**src/verilog/mmd_consts.svh**
```systemverilog
`ifndef MMD_CONSTS_SVH
`define MMD_CONSTS_SVH

// ----------------------------------------
// Code flash regions
// ----------------------------------------
`define MMD_RESET_VEC 20'h00000
`define MMD_VEC_HI 20'h0007F
`define MMD_TABLE_CALL_INSTRUCTION_LO 20'h00080
`define MMD_TABLE_CALL_INSTRUCTION_HI 20'h000BF
`define MMD_OPT_LO 20'h000C0
`define MMD_OPT_HI 20'h000C3
`define MMD_SECID_LO 20'h000C4
`define MMD_SECID_HI 20'h000CD
`define MMD_FLASH_TOP_SMALL 20'h01FFF
`define MMD_FLASH_TOP_LARGE 20'h03FFF

// ----------------------------------------
// Upper address space
// ----------------------------------------
`define MMD_MIRROR_LO 20'hF0000
`define MMD_SFR2_HI 20'hF07FF
`define MMD_RAM_LO 20'hFF900
`define MMD_GPR_LO 20'hFFEE0
`define MMD_SFR_LO 20'hFFF00
`define MMD_PMC_ADDR 20'hFFFFE

// ----------------------------------------
// Mirror control register
// ----------------------------------------
`define MMD_PMC_RESET 8'h00
`define MMD_MAA_BIT 0

`endif

```
**src/verilog/mmd_pkg.sv**
```systemverilog
package mmd_pkg;

  typedef enum logic [3:0] {
    RG_NONE = 4'h0,
    RG_VECTOR = 4'h1,
    RG_TABLE_CALL_INSTRUCTION = 4'h2,
    RG_OPTION = 4'h3,
    RG_SECID = 4'h4,
    RG_FLASH = 4'h5,
    RG_MIRROR = 4'h6,
    RG_RAM = 4'h7,
    RG_GPR = 4'h8,
    RG_SFR = 4'h9,
    RG_PMC = 4'hA
  } mmd_region_t;

  typedef enum logic [4:0] {
    ST_BOOT = 5'h01,
    ST_IDLE = 5'h02,
    ST_WAIT = 5'h04,
    ST_CAPTURE = 5'h08,
    ST_RESP = 5'h10
  } mmd_state_t;

  typedef enum logic [1:0] {
    SRC_BOOT = 2'h0,
    SRC_FETCH = 2'h1,
    SRC_DATA = 2'h2,
    SRC_TBL = 2'h3
  } mmd_src_t;

  typedef struct packed {
    mmd_state_t state;
    mmd_src_t src;
    mmd_region_t target;
    logic hi;
    logic [19:0] addr;
    logic [7:0] low;
    logic flash_en;
    logic [13:0] flash_addr;
    logic ram_en;
    logic [10:0] ram_addr;
    logic gpr_sel;
    logic [1:0] gpr_bank;
    logic sfr_en;
    logic [7:0] sfr_addr;
    logic mem_we;
    logic [7:0] mem_wdata;
    logic mem_bit_op;
    logic [2:0] mem_bit_idx;
    logic fetch_ack;
    logic fetch_fault;
    logic [7:0] fetch_rdata;
    logic data_ack;
    logic data_fault;
    logic [7:0] data_rdata;
    logic tbl_ack;
    logic tbl_fault;
    logic [19:0] tbl_target;
    logic boot_done;
    logic [19:0] boot_pc;
  } mmd_top_state_t;

  typedef struct packed {
    logic mirror_area_select;
  } mmd_mirror_state_t;

endpackage

```
**src/verilog/mmd_dec_if.sv**
```systemverilog
`timescale 1ns/1ps
interface mmd_dec_if;
  import mmd_pkg::*;
  logic [19:0] addr;
  mmd_region_t region;
  logic [13:0] flash_off;
  logic [10:0] ram_off;
  logic fetch_ok;
  logic rd_ok;
  logic wr_ok;
  modport decoder(input addr, output region, flash_off, ram_off, fetch_ok, rd_ok, wr_ok);
  modport user(output addr, input region, flash_off, ram_off, fetch_ok, rd_ok, wr_ok);
endinterface

```
**src/verilog/mmd_region_decode.sv**
```systemverilog
`timescale 1ns/1ps
`include "mmd_consts.svh"
module mmd_region_decode
  import mmd_pkg::*;
#(
  parameter bit FLASH_LARGE = 1'h1
) (
  input wire logic mirror_area_select,
  mmd_dec_if.decoder dec
);

  localparam logic [19:0] FLASH_TOP = FLASH_LARGE ? `MMD_FLASH_TOP_LARGE : `MMD_FLASH_TOP_SMALL;

  // ----------------------------------------
  // Address classification
  // ----------------------------------------
  function automatic mmd_region_t mmd_classify(input logic [19:0] a, input logic m);
    logic [19:0] off;
    off = a - `MMD_MIRROR_LO;
    if (a == `MMD_PMC_ADDR) begin
      return RG_PMC;
    end else if (a >= `MMD_SFR_LO) begin
      return RG_SFR;
    end else if (a >= `MMD_GPR_LO) begin
      return RG_GPR;
    end else if (a >= `MMD_RAM_LO) begin
      return RG_RAM;
    end else if (a >= `MMD_MIRROR_LO) begin
      // Second register area and prohibited gaps are never shown as flash
      if (a <= `MMD_SFR2_HI || m || off > FLASH_TOP) begin
        return RG_NONE;
      end else begin
        return RG_MIRROR;
      end
    end else if (a <= `MMD_VEC_HI) begin
      return RG_VECTOR;
    end else if (a <= `MMD_TABLE_CALL_INSTRUCTION_HI) begin
      return RG_TABLE_CALL_INSTRUCTION;
    end else if (a <= `MMD_OPT_HI) begin
      return RG_OPTION;
    end else if (a <= `MMD_SECID_HI) begin
      return RG_SECID;
    end else if (a <= FLASH_TOP) begin
      return RG_FLASH;
    end else begin
      return RG_NONE;
    end
  endfunction

  logic [19:0] mirror_off;

  assign mirror_off = dec.addr - `MMD_MIRROR_LO;
  assign dec.region = mmd_classify(dec.addr, mirror_area_select);
  assign dec.flash_off = (dec.region == RG_MIRROR) ? mirror_off[13:0] : dec.addr[13:0];
  assign dec.ram_off = 11'(dec.addr - `MMD_RAM_LO);
  // Mirror and register banks are not executable
  assign dec.fetch_ok = !(dec.region inside {RG_NONE, RG_MIRROR, RG_GPR, RG_SFR, RG_PMC});
  assign dec.rd_ok = (dec.region != RG_NONE);
  assign dec.wr_ok = dec.region inside {RG_RAM, RG_GPR, RG_SFR, RG_PMC};

endmodule

```
**src/verilog/mmd_mirror_ctrl.sv**
```systemverilog
`timescale 1ns/1ps
`include "mmd_consts.svh"
module mmd_mirror_ctrl
  import mmd_pkg::*;
(
  input wire logic core_clk,
  input wire logic rst,
  input wire logic wr_en,
  input wire logic bit_op,
  input wire logic [2:0] bit_idx,
  input wire logic [7:0] wdata,
  output logic [7:0] ctrl_value,
  output logic mirror_area_select
);

  mmd_mirror_state_t st_r;
  mmd_mirror_state_t st_nxt;

  // ----------------------------------------
  // Byte or single-bit update
  // ----------------------------------------
  always_comb begin
    st_nxt = st_r;
    if (wr_en) begin
      if (!bit_op) begin
        st_nxt.mirror_area_select = wdata[`MMD_MAA_BIT];
      end else if (bit_idx == 3'(`MMD_MAA_BIT)) begin
        st_nxt.mirror_area_select = wdata[0];
      end
    end
  end

  always_ff @(posedge core_clk) begin
    if (rst) begin
      st_r.mirror_area_select <= 1'(`MMD_PMC_RESET);
    end else begin
      st_r <= st_nxt;
    end
  end

  // Upper bits are reserved and read as zero
  assign ctrl_value = {7'h00, st_r.mirror_area_select};
  assign mirror_area_select = st_r.mirror_area_select;

endmodule

```
**src/verilog/mmd_memory_map_decoder.sv**
```systemverilog
`timescale 1ns/1ps
`include "mmd_consts.svh"
module mmd_memory_map_decoder
  import mmd_pkg::*;
#(
  parameter bit FLASH_LARGE = 1'h1
) (
  input wire logic core_clk,
  input wire logic rst,
  input wire logic fetch_req,
  input wire logic [19:0] fetch_addr,
  input wire logic data_req,
  input wire logic data_we,
  input wire logic data_bit_op,
  input wire logic [2:0] data_bit_idx,
  input wire logic [19:0] data_addr,
  input wire logic [7:0] data_wdata,
  input wire logic tbl_req,
  input wire logic [7:0] tbl_addr,
  input wire logic [7:0] flash_rdata,
  input wire logic [7:0] ram_rdata,
  input wire logic [7:0] sfr_rdata,
  output logic fetch_ack,
  output logic fetch_fault,
  output logic [7:0] fetch_rdata,
  output logic data_ack,
  output logic data_fault,
  output logic [7:0] data_rdata,
  output logic tbl_ack,
  output logic tbl_fault,
  output logic [19:0] tbl_target,
  output logic boot_done,
  output logic [19:0] boot_pc,
  output logic flash_en,
  output logic [13:0] flash_addr,
  output logic ram_en,
  output logic [10:0] ram_addr,
  output logic gpr_sel,
  output logic [1:0] gpr_bank,
  output logic sfr_en,
  output logic [7:0] sfr_addr,
  output logic mem_we,
  output logic [7:0] mem_wdata,
  output logic mem_bit_op,
  output logic [2:0] mem_bit_idx
);

  localparam mmd_top_state_t RESET_STATE = '{
    state: ST_BOOT,
    src: SRC_BOOT,
    target: RG_VECTOR,
    default: '0
  };

  mmd_top_state_t st_r;
  mmd_top_state_t st_nxt;
  logic pmc_wr;
  logic [7:0] pmc_value;
  logic mirror_area_select;
  logic [7:0] cap_byte;

  mmd_dec_if fetch_dec ();
  mmd_dec_if data_dec ();

  // ----------------------------------------
  // Address decoders and mirror control
  // ----------------------------------------
  assign fetch_dec.addr = fetch_addr;
  assign data_dec.addr = data_addr;

  mmd_region_decode #(
    .FLASH_LARGE(FLASH_LARGE)
  ) u_fetch_decode (
    .mirror_area_select(mirror_area_select),
    .dec(fetch_dec)
  );

  mmd_region_decode #(
    .FLASH_LARGE(FLASH_LARGE)
  ) u_data_decode (
    .mirror_area_select(mirror_area_select),
    .dec(data_dec)
  );

  mmd_mirror_ctrl u_mirror_ctrl (
    .core_clk(core_clk),
    .rst(rst),
    .wr_en(pmc_wr),
    .bit_op(data_bit_op),
    .bit_idx(data_bit_idx),
    .wdata(data_wdata),
    .ctrl_value(pmc_value),
    .mirror_area_select(mirror_area_select)
  );

  // ----------------------------------------
  // Strobe one memory for an access
  // ----------------------------------------
  function automatic mmd_top_state_t mmd_issue(
    input mmd_top_state_t s,
    input mmd_region_t rg,
    input logic [19:0] a,
    input logic [13:0] fo,
    input logic [10:0] ro
  );
    mmd_top_state_t t;
    t = s;
    t.target = rg;
    t.addr = a;
    t.state = ST_WAIT;
    case (rg)
      RG_RAM, RG_GPR: begin
        t.ram_en = 1'h1;
        t.ram_addr = ro;
        t.gpr_sel = (rg == RG_GPR);
        t.gpr_bank = a[4:3];
      end
      RG_SFR: begin
        t.sfr_en = 1'h1;
        t.sfr_addr = a[7:0];
      end
      default: begin
        t.flash_en = 1'h1;
        t.flash_addr = fo;
      end
    endcase
    return t;
  endfunction

  // ----------------------------------------
  // Returned byte by target
  // ----------------------------------------
  always_comb begin
    case (st_r.target)
      RG_RAM, RG_GPR: cap_byte = ram_rdata;
      RG_SFR: cap_byte = sfr_rdata;
      default: cap_byte = flash_rdata;
    endcase
  end

  // ----------------------------------------
  // Access sequencer
  // ----------------------------------------
  always_comb begin
    st_nxt = st_r;
    pmc_wr = 1'h0;
    st_nxt.flash_en = 1'h0;
    st_nxt.ram_en = 1'h0;
    st_nxt.sfr_en = 1'h0;
    st_nxt.mem_we = 1'h0;
    st_nxt.fetch_ack = 1'h0;
    st_nxt.data_ack = 1'h0;
    st_nxt.tbl_ack = 1'h0;
    case (st_r.state)
      ST_BOOT: begin
        st_nxt.hi = 1'h0;
        st_nxt.src = SRC_BOOT;
        st_nxt = mmd_issue(st_nxt, RG_VECTOR, `MMD_RESET_VEC, 14'(`MMD_RESET_VEC), 11'h000);
      end
      ST_IDLE: begin
        st_nxt.hi = 1'h0;
        if (tbl_req) begin
          st_nxt.src = SRC_TBL;
          st_nxt.tbl_fault = 1'h0;
          // Only the vector and table-call areas, on word boundaries
          if ({12'h000, tbl_addr} > `MMD_TABLE_CALL_INSTRUCTION_HI || tbl_addr[0]) begin
            st_nxt.tbl_ack = 1'h1;
            st_nxt.tbl_fault = 1'h1;
            st_nxt.state = ST_RESP;
          end else begin
            st_nxt = mmd_issue(st_nxt, RG_VECTOR, {12'h000, tbl_addr},
                               {6'h00, tbl_addr}, 11'h000);
          end
        end else if (data_req) begin
          st_nxt.src = SRC_DATA;
          // Write flag rides in hi, since the mem_we pulse is gone by capture
          st_nxt.hi = data_we;
          st_nxt.data_fault = 1'h0;
          st_nxt.mem_wdata = data_wdata;
          st_nxt.mem_bit_op = data_bit_op;
          st_nxt.mem_bit_idx = data_bit_idx;
          if (data_we ? !data_dec.wr_ok : !data_dec.rd_ok) begin
            st_nxt.data_ack = 1'h1;
            st_nxt.data_fault = 1'h1;
            st_nxt.data_rdata = 8'h00;
            st_nxt.state = ST_RESP;
          end else if (data_dec.region == RG_PMC) begin
            pmc_wr = data_we;
            st_nxt.data_ack = 1'h1;
            st_nxt.data_rdata = data_we ? 8'h00 : pmc_value;
            st_nxt.state = ST_RESP;
          end else begin
            st_nxt.mem_we = data_we;
            st_nxt = mmd_issue(st_nxt, data_dec.region, data_addr, data_dec.flash_off,
                               data_dec.ram_off);
          end
        end else if (fetch_req) begin
          st_nxt.src = SRC_FETCH;
          st_nxt.fetch_fault = 1'h0;
          if (!fetch_dec.fetch_ok) begin
            st_nxt.fetch_ack = 1'h1;
            st_nxt.fetch_fault = 1'h1;
            st_nxt.fetch_rdata = 8'h00;
            st_nxt.state = ST_RESP;
          end else begin
            st_nxt = mmd_issue(st_nxt, fetch_dec.region, fetch_addr, fetch_dec.flash_off,
                               fetch_dec.ram_off);
          end
        end
      end
      ST_WAIT: begin
        st_nxt.state = ST_CAPTURE;
      end
      ST_CAPTURE: begin
        if ((st_r.src == SRC_BOOT || st_r.src == SRC_TBL) && !st_r.hi) begin
          // Low byte from the even address, then fetch the odd one
          st_nxt.low = cap_byte;
          st_nxt.hi = 1'h1;
          st_nxt = mmd_issue(st_nxt, RG_VECTOR, st_r.addr + 20'h00001,
                             st_r.flash_addr + 14'h0001, 11'h000);
        end else begin
          st_nxt.state = ST_RESP;
          case (st_r.src)
            SRC_BOOT: begin
              st_nxt.boot_pc = {4'h0, cap_byte, st_r.low};
              st_nxt.boot_done = 1'h1;
              st_nxt.state = ST_IDLE;
            end
            SRC_TBL: begin
              st_nxt.tbl_target = {4'h0, cap_byte, st_r.low};
              st_nxt.tbl_ack = 1'h1;
            end
            SRC_DATA: begin
              st_nxt.data_rdata = st_r.hi ? 8'h00 : cap_byte;
              st_nxt.data_ack = 1'h1;
            end
            default: begin
              st_nxt.fetch_rdata = cap_byte;
              st_nxt.fetch_ack = 1'h1;
            end
          endcase
        end
      end
      ST_RESP: begin
        st_nxt.state = ST_IDLE;
      end
      default: begin
        st_nxt.state = ST_IDLE;
      end
    endcase
  end

  always_ff @(posedge core_clk) begin
    if (rst) begin
      st_r <= RESET_STATE;
    end else begin
      st_r <= st_nxt;
    end
  end

  // ----------------------------------------
  // Registered outputs
  // ----------------------------------------
  assign fetch_ack = st_r.fetch_ack;
  assign fetch_fault = st_r.fetch_fault;
  assign fetch_rdata = st_r.fetch_rdata;
  assign data_ack = st_r.data_ack;
  assign data_fault = st_r.data_fault;
  assign data_rdata = st_r.data_rdata;
  assign tbl_ack = st_r.tbl_ack;
  assign tbl_fault = st_r.tbl_fault;
  assign tbl_target = st_r.tbl_target;
  assign boot_done = st_r.boot_done;
  assign boot_pc = st_r.boot_pc;
  assign flash_en = st_r.flash_en;
  assign flash_addr = st_r.flash_addr;
  assign ram_en = st_r.ram_en;
  assign ram_addr = st_r.ram_addr;
  assign gpr_sel = st_r.gpr_sel;
  assign gpr_bank = st_r.gpr_bank;
  assign sfr_en = st_r.sfr_en;
  assign sfr_addr = st_r.sfr_addr;
  assign mem_we = st_r.mem_we;
  assign mem_wdata = st_r.mem_wdata;
  assign mem_bit_op = st_r.mem_bit_op;
  assign mem_bit_idx = st_r.mem_bit_idx;

endmodule

```
**config.mk**
```make
export PLATFORM = sky130hd
export DESIGN_NAME = mmd_memory_map_decoder
export DESIGN_NICKNAME = d
export VERILOG_FILES = /design/src/verilog/mmd_pkg.sv /design/src/verilog/mmd_dec_if.sv /design/src/verilog/mmd_region_decode.sv /design/src/verilog/mmd_mirror_ctrl.sv /design/src/verilog/mmd_memory_map_decoder.sv
export VERILOG_INCLUDE_DIRS = /design/src /design/src/verilog
export SDC_FILE = /design/constraint.sdc
export NUM_CORES = 1
export LEC_CHECK = 0
export ABC_AREA = 1
export BUFFER_PORTS_ARGS = -buffer_cell sky130_fd_sc_hd__buf_2
export CAP_MARGIN = 20
export CORE_MARGIN = 2
export CORE_UTILIZATION = 40
export DETAILED_ROUTE_END_ITERATION = 8
export GPL_ROUTABILITY_DRIVEN = 0
export PLACE_DENSITY = 0.7
export SLEW_MARGIN = 15
export SYNTH_ARGS = -nofsm -noshare
export SYNTH_HDL_FRONTEND = slang
export SYNTH_SLANG_ARGS = --single-unit
```
**constraint.sdc**
```tcl
create_clock -name core_clk -period 4.9 [get_ports core_clk]
set_input_delay 0.735 -clock core_clk [delete_from_list [all_inputs] [get_ports core_clk]]
set_output_delay 0.735 -clock core_clk [all_outputs]
set_load 0.02 [all_outputs]
```
==> impl_metrics.ini <==
[setup_path]
regToRegStartpoint = st_r[152]
crit_fanout = 24
cp.required_ns = 5.26
cp-end-kind = flip-flop
cp.arrival_ns = 3.55
worstSetupPathType = flip-flop to flip-flop
critPathLaunchType = flip-flop
cp-startpoint = st_r[152]

[cts]
clock_latency_ns = 0.42
cts_sinks = 126
cts_tree = built
root_buffer = clkbuf_16
cts_setup_buffers = 0
htree_num_levels = 4
cts.repair.resized = 0
cts_made_buffers = 17
clkTransAtPathRegs_ns = 0.06
cts_max_path_buffers = 2
hold_buffers = 0

[timing]
maxSlewHeadroom = 0.336
fin_worst_skew_ns = 0.0111
timing.hold.ws_ns = 0.441
fmax_ghz = 0.313
min_period_ns = 3.19
hold_violations = 0
rsz0062_at_grt = false
worst_slew_pin_slew_ns = 0.994
fin_crit_sh = 0.651
tns_ns = 0
setup_viol = 0
drv_slew = 0

[power]
p_sw_uw = 812
power.internal_mw = 1.89
sequentialPowerShare = 0.394
switching_share = 0.301
peakVddDrop_mv = 0.274
p_leak_nw = 4.68
combPwrFrac = 0.139
pwr-share-clk = 0.466
power.density_nw_per_um2 = 281

[synthesis]
ys_warn_count = 0
yosysTopAreaCell = dfxtp_1
ys_top_cells_by_area = dfxtp_1 29%, nand2_1 11%, buf_4 8.9%, inv_1 7.5%, nor2_1 6.9%
synth-edff-count = 0
ys_ff_latch = 126
ys_seq_area_frac = 0.295
synth_cell_types = 63
syn_area_per_cell_um2 = 6.50
synthArstFlopShare = 0
synth_top_area_frac = 0.295
syn_inst = 1317
yosys_most_used_dff = dfxtp_1
synthesis.area_um2 = 8560

[floorplan]
fp.dieH_um = 150
io_pins = 205
dieArea_um2 = 22600
fp-row-count = 53
die_w_um = 150
initial_core_util = 0.407
coreArea_um2 = 21000

[grt]
overflow = 0
grt_first_pass_wirelength_mm = 41.6
grt_pass1_vias = 8126
grt.total_usage = 0.234
antenna_found_initial = 0
grt_max_degree = 52

[detailed_routing]
drtPass1Iterations = 6
routed_wl_mm = 26.7
postRouteAntennaNets = 0
num_vias = 8928
wire_per_inst_um = 15.8
viasPerCell = 5.28
drc_errors = 0
first_iter_violations = 824

[cells_and_area]
syn_to_final_growth_pct = 12.3
fill_cells = 2259
layout.cells.non_filler = 1692
fin_nets = 1507
final_area_um2 = 9610
drive_above_1_share = 0.216

[placed_design]
hpwl_mm = 20.2
placed_area_um2 = 9000
numPortBuffers = 196
place_inst = 1658

[status]
outcome = completed

[hold_path]
hp-class = flip-flop to flip-flop
worstHoldStart = boot_pc[4]

[run]
max-cap-violations = 0
-- state kept, by name, summed over array words and instances (netlist names), 3 cells and up --
name / count
st_r: 20
tbl_target: 16
ram_addr: 11
data_rdata: 8
boot_pc: 16
flash_addr: 14
mem_wdata: 8
sfr_addr: 8
fetch_rdata: 8
mem_bit_idx: 3
-- Yosys cell counts (all sizes together) (3+ instances only) --
library cell	number
nand2	271
inv	187
nor2	174
dfxtp	126
buf	111
o21ai	86
a21oi	85
nand3	76
nand4	44
clkbuf	30
nor3	26
nor4	16
ha	14
o22ai	11
a211oi	8
a22oi	8
a31oi	8
o32ai	4
a32o	3
-- critical path, cell delays in order (launching register included) --
cell and delay, ns:
dfxtp_1 0.32, nor2_1 0.14, nand2_1 0.08, nor3_2 0.10, buf_4 0.31, inv_2 0.14
nor2_4 0.21, inv_2 0.13, nor2_4 0.36, inv_2 0.31, nor2_1 0.26, a2111oi_0 0.09
nand2_1 0.11, inv_2 0.06, nand3b_4 0.18, nand2_1 0.08, nand3_1 0.09, nand2_1 0.05
inv_1 0.06
-- final timing paths --
path                        end  slack, ns  depth (start not counted)
setup / recovery  flash_addr[1]       1.71                         18
hold / removal       boot_pc[4]       0.44                          2
setup reg to reg  flash_addr[1]       1.71                         18
hold reg to reg      boot_pc[4]       0.44                          2
-- through the flow --
step / util / power [mW] / setup WS (ns)
2_1_floorplan: - / 1.34 / 2.07
4_1_cts: 0.456 / 2.72 / 1.80
5_1_grt: 0.457 / 2.82 / 1.41
3_5_place_dp: 0.428 / 1.45 / 1.53
6_report: 0.457 / 2.70 / 1.71
3_3_place_gp: 0.428 / 1.45 / 1.57
-- power groups by stage --
stage | registers, mW | clock network [mW] | logic [mW]
final | 1.06 | 1.26 | 0.377
after detailed placement | 1.09 | 0 | 0.366
after CTS | 1.06 | 1.29 | 0.368
after floorplan | 1.09 | 0 | 0.256
after global routing | 1.07 | 1.34 | 0.414
after global placement | 1.09 | 0 | 0.363
-- placed cells by master (no fill, tap or decap), drive strengths merged, types with 11 or more instances in the layout --
cell,instances
nand4,44
buf,201
o22ai,11
nor4,16
nor2,174
clkbuf,18
nand3,76
ha,14
inv,196
o21ai,86
nand2,271
dfxtp,126
a21oi,85
nor3,26
-- metal layers --
metal,up-vias,track usage,share of wire
met3,77,0.0579,0.092
li1,4378,-,-
met5,-,0,0
met1,4021,0.309,0.44
met2,452,0.364,0.43
met4,0,0.0986,0.037
-- area by class of cell --
type	instances	area (µm²)	share of cell area
Sequential cell	126	2520	0.262
Clock buffer	18	439	0.0457
Multi-Input combinational cell	869	4420	0.460
Timing Repair Buffer	201	1030	0.107
Tap cell	275	344	0.0358
Clock inverter	14	146	0.0152
Antenna cell	1	2.50	0.000260
Inverter	188	708	0.0737
-- logic make-up (layout without fill, tap and decap cells) --
| group | Yosys count | in the layout | synth area share |
|---|---|---|---|
| AOI/OAI and AO/OA | 229 | 229 | 0.155 |
| xor gates and xnor gates | 2 | 2 | 0.00205 |
| adders and majority gates | 14 | 14 | 0.0205 |
| buffers and inverters | 329 | 421 | 0.193 |
| DFF | 126 | 126 | 0.295 |
| other | 1 | 9 | 0.000438 |
| and+or+nand+nor | 616 | 616 | 0.334 |
No activity file was read; power rests on OpenSTA's default activity.
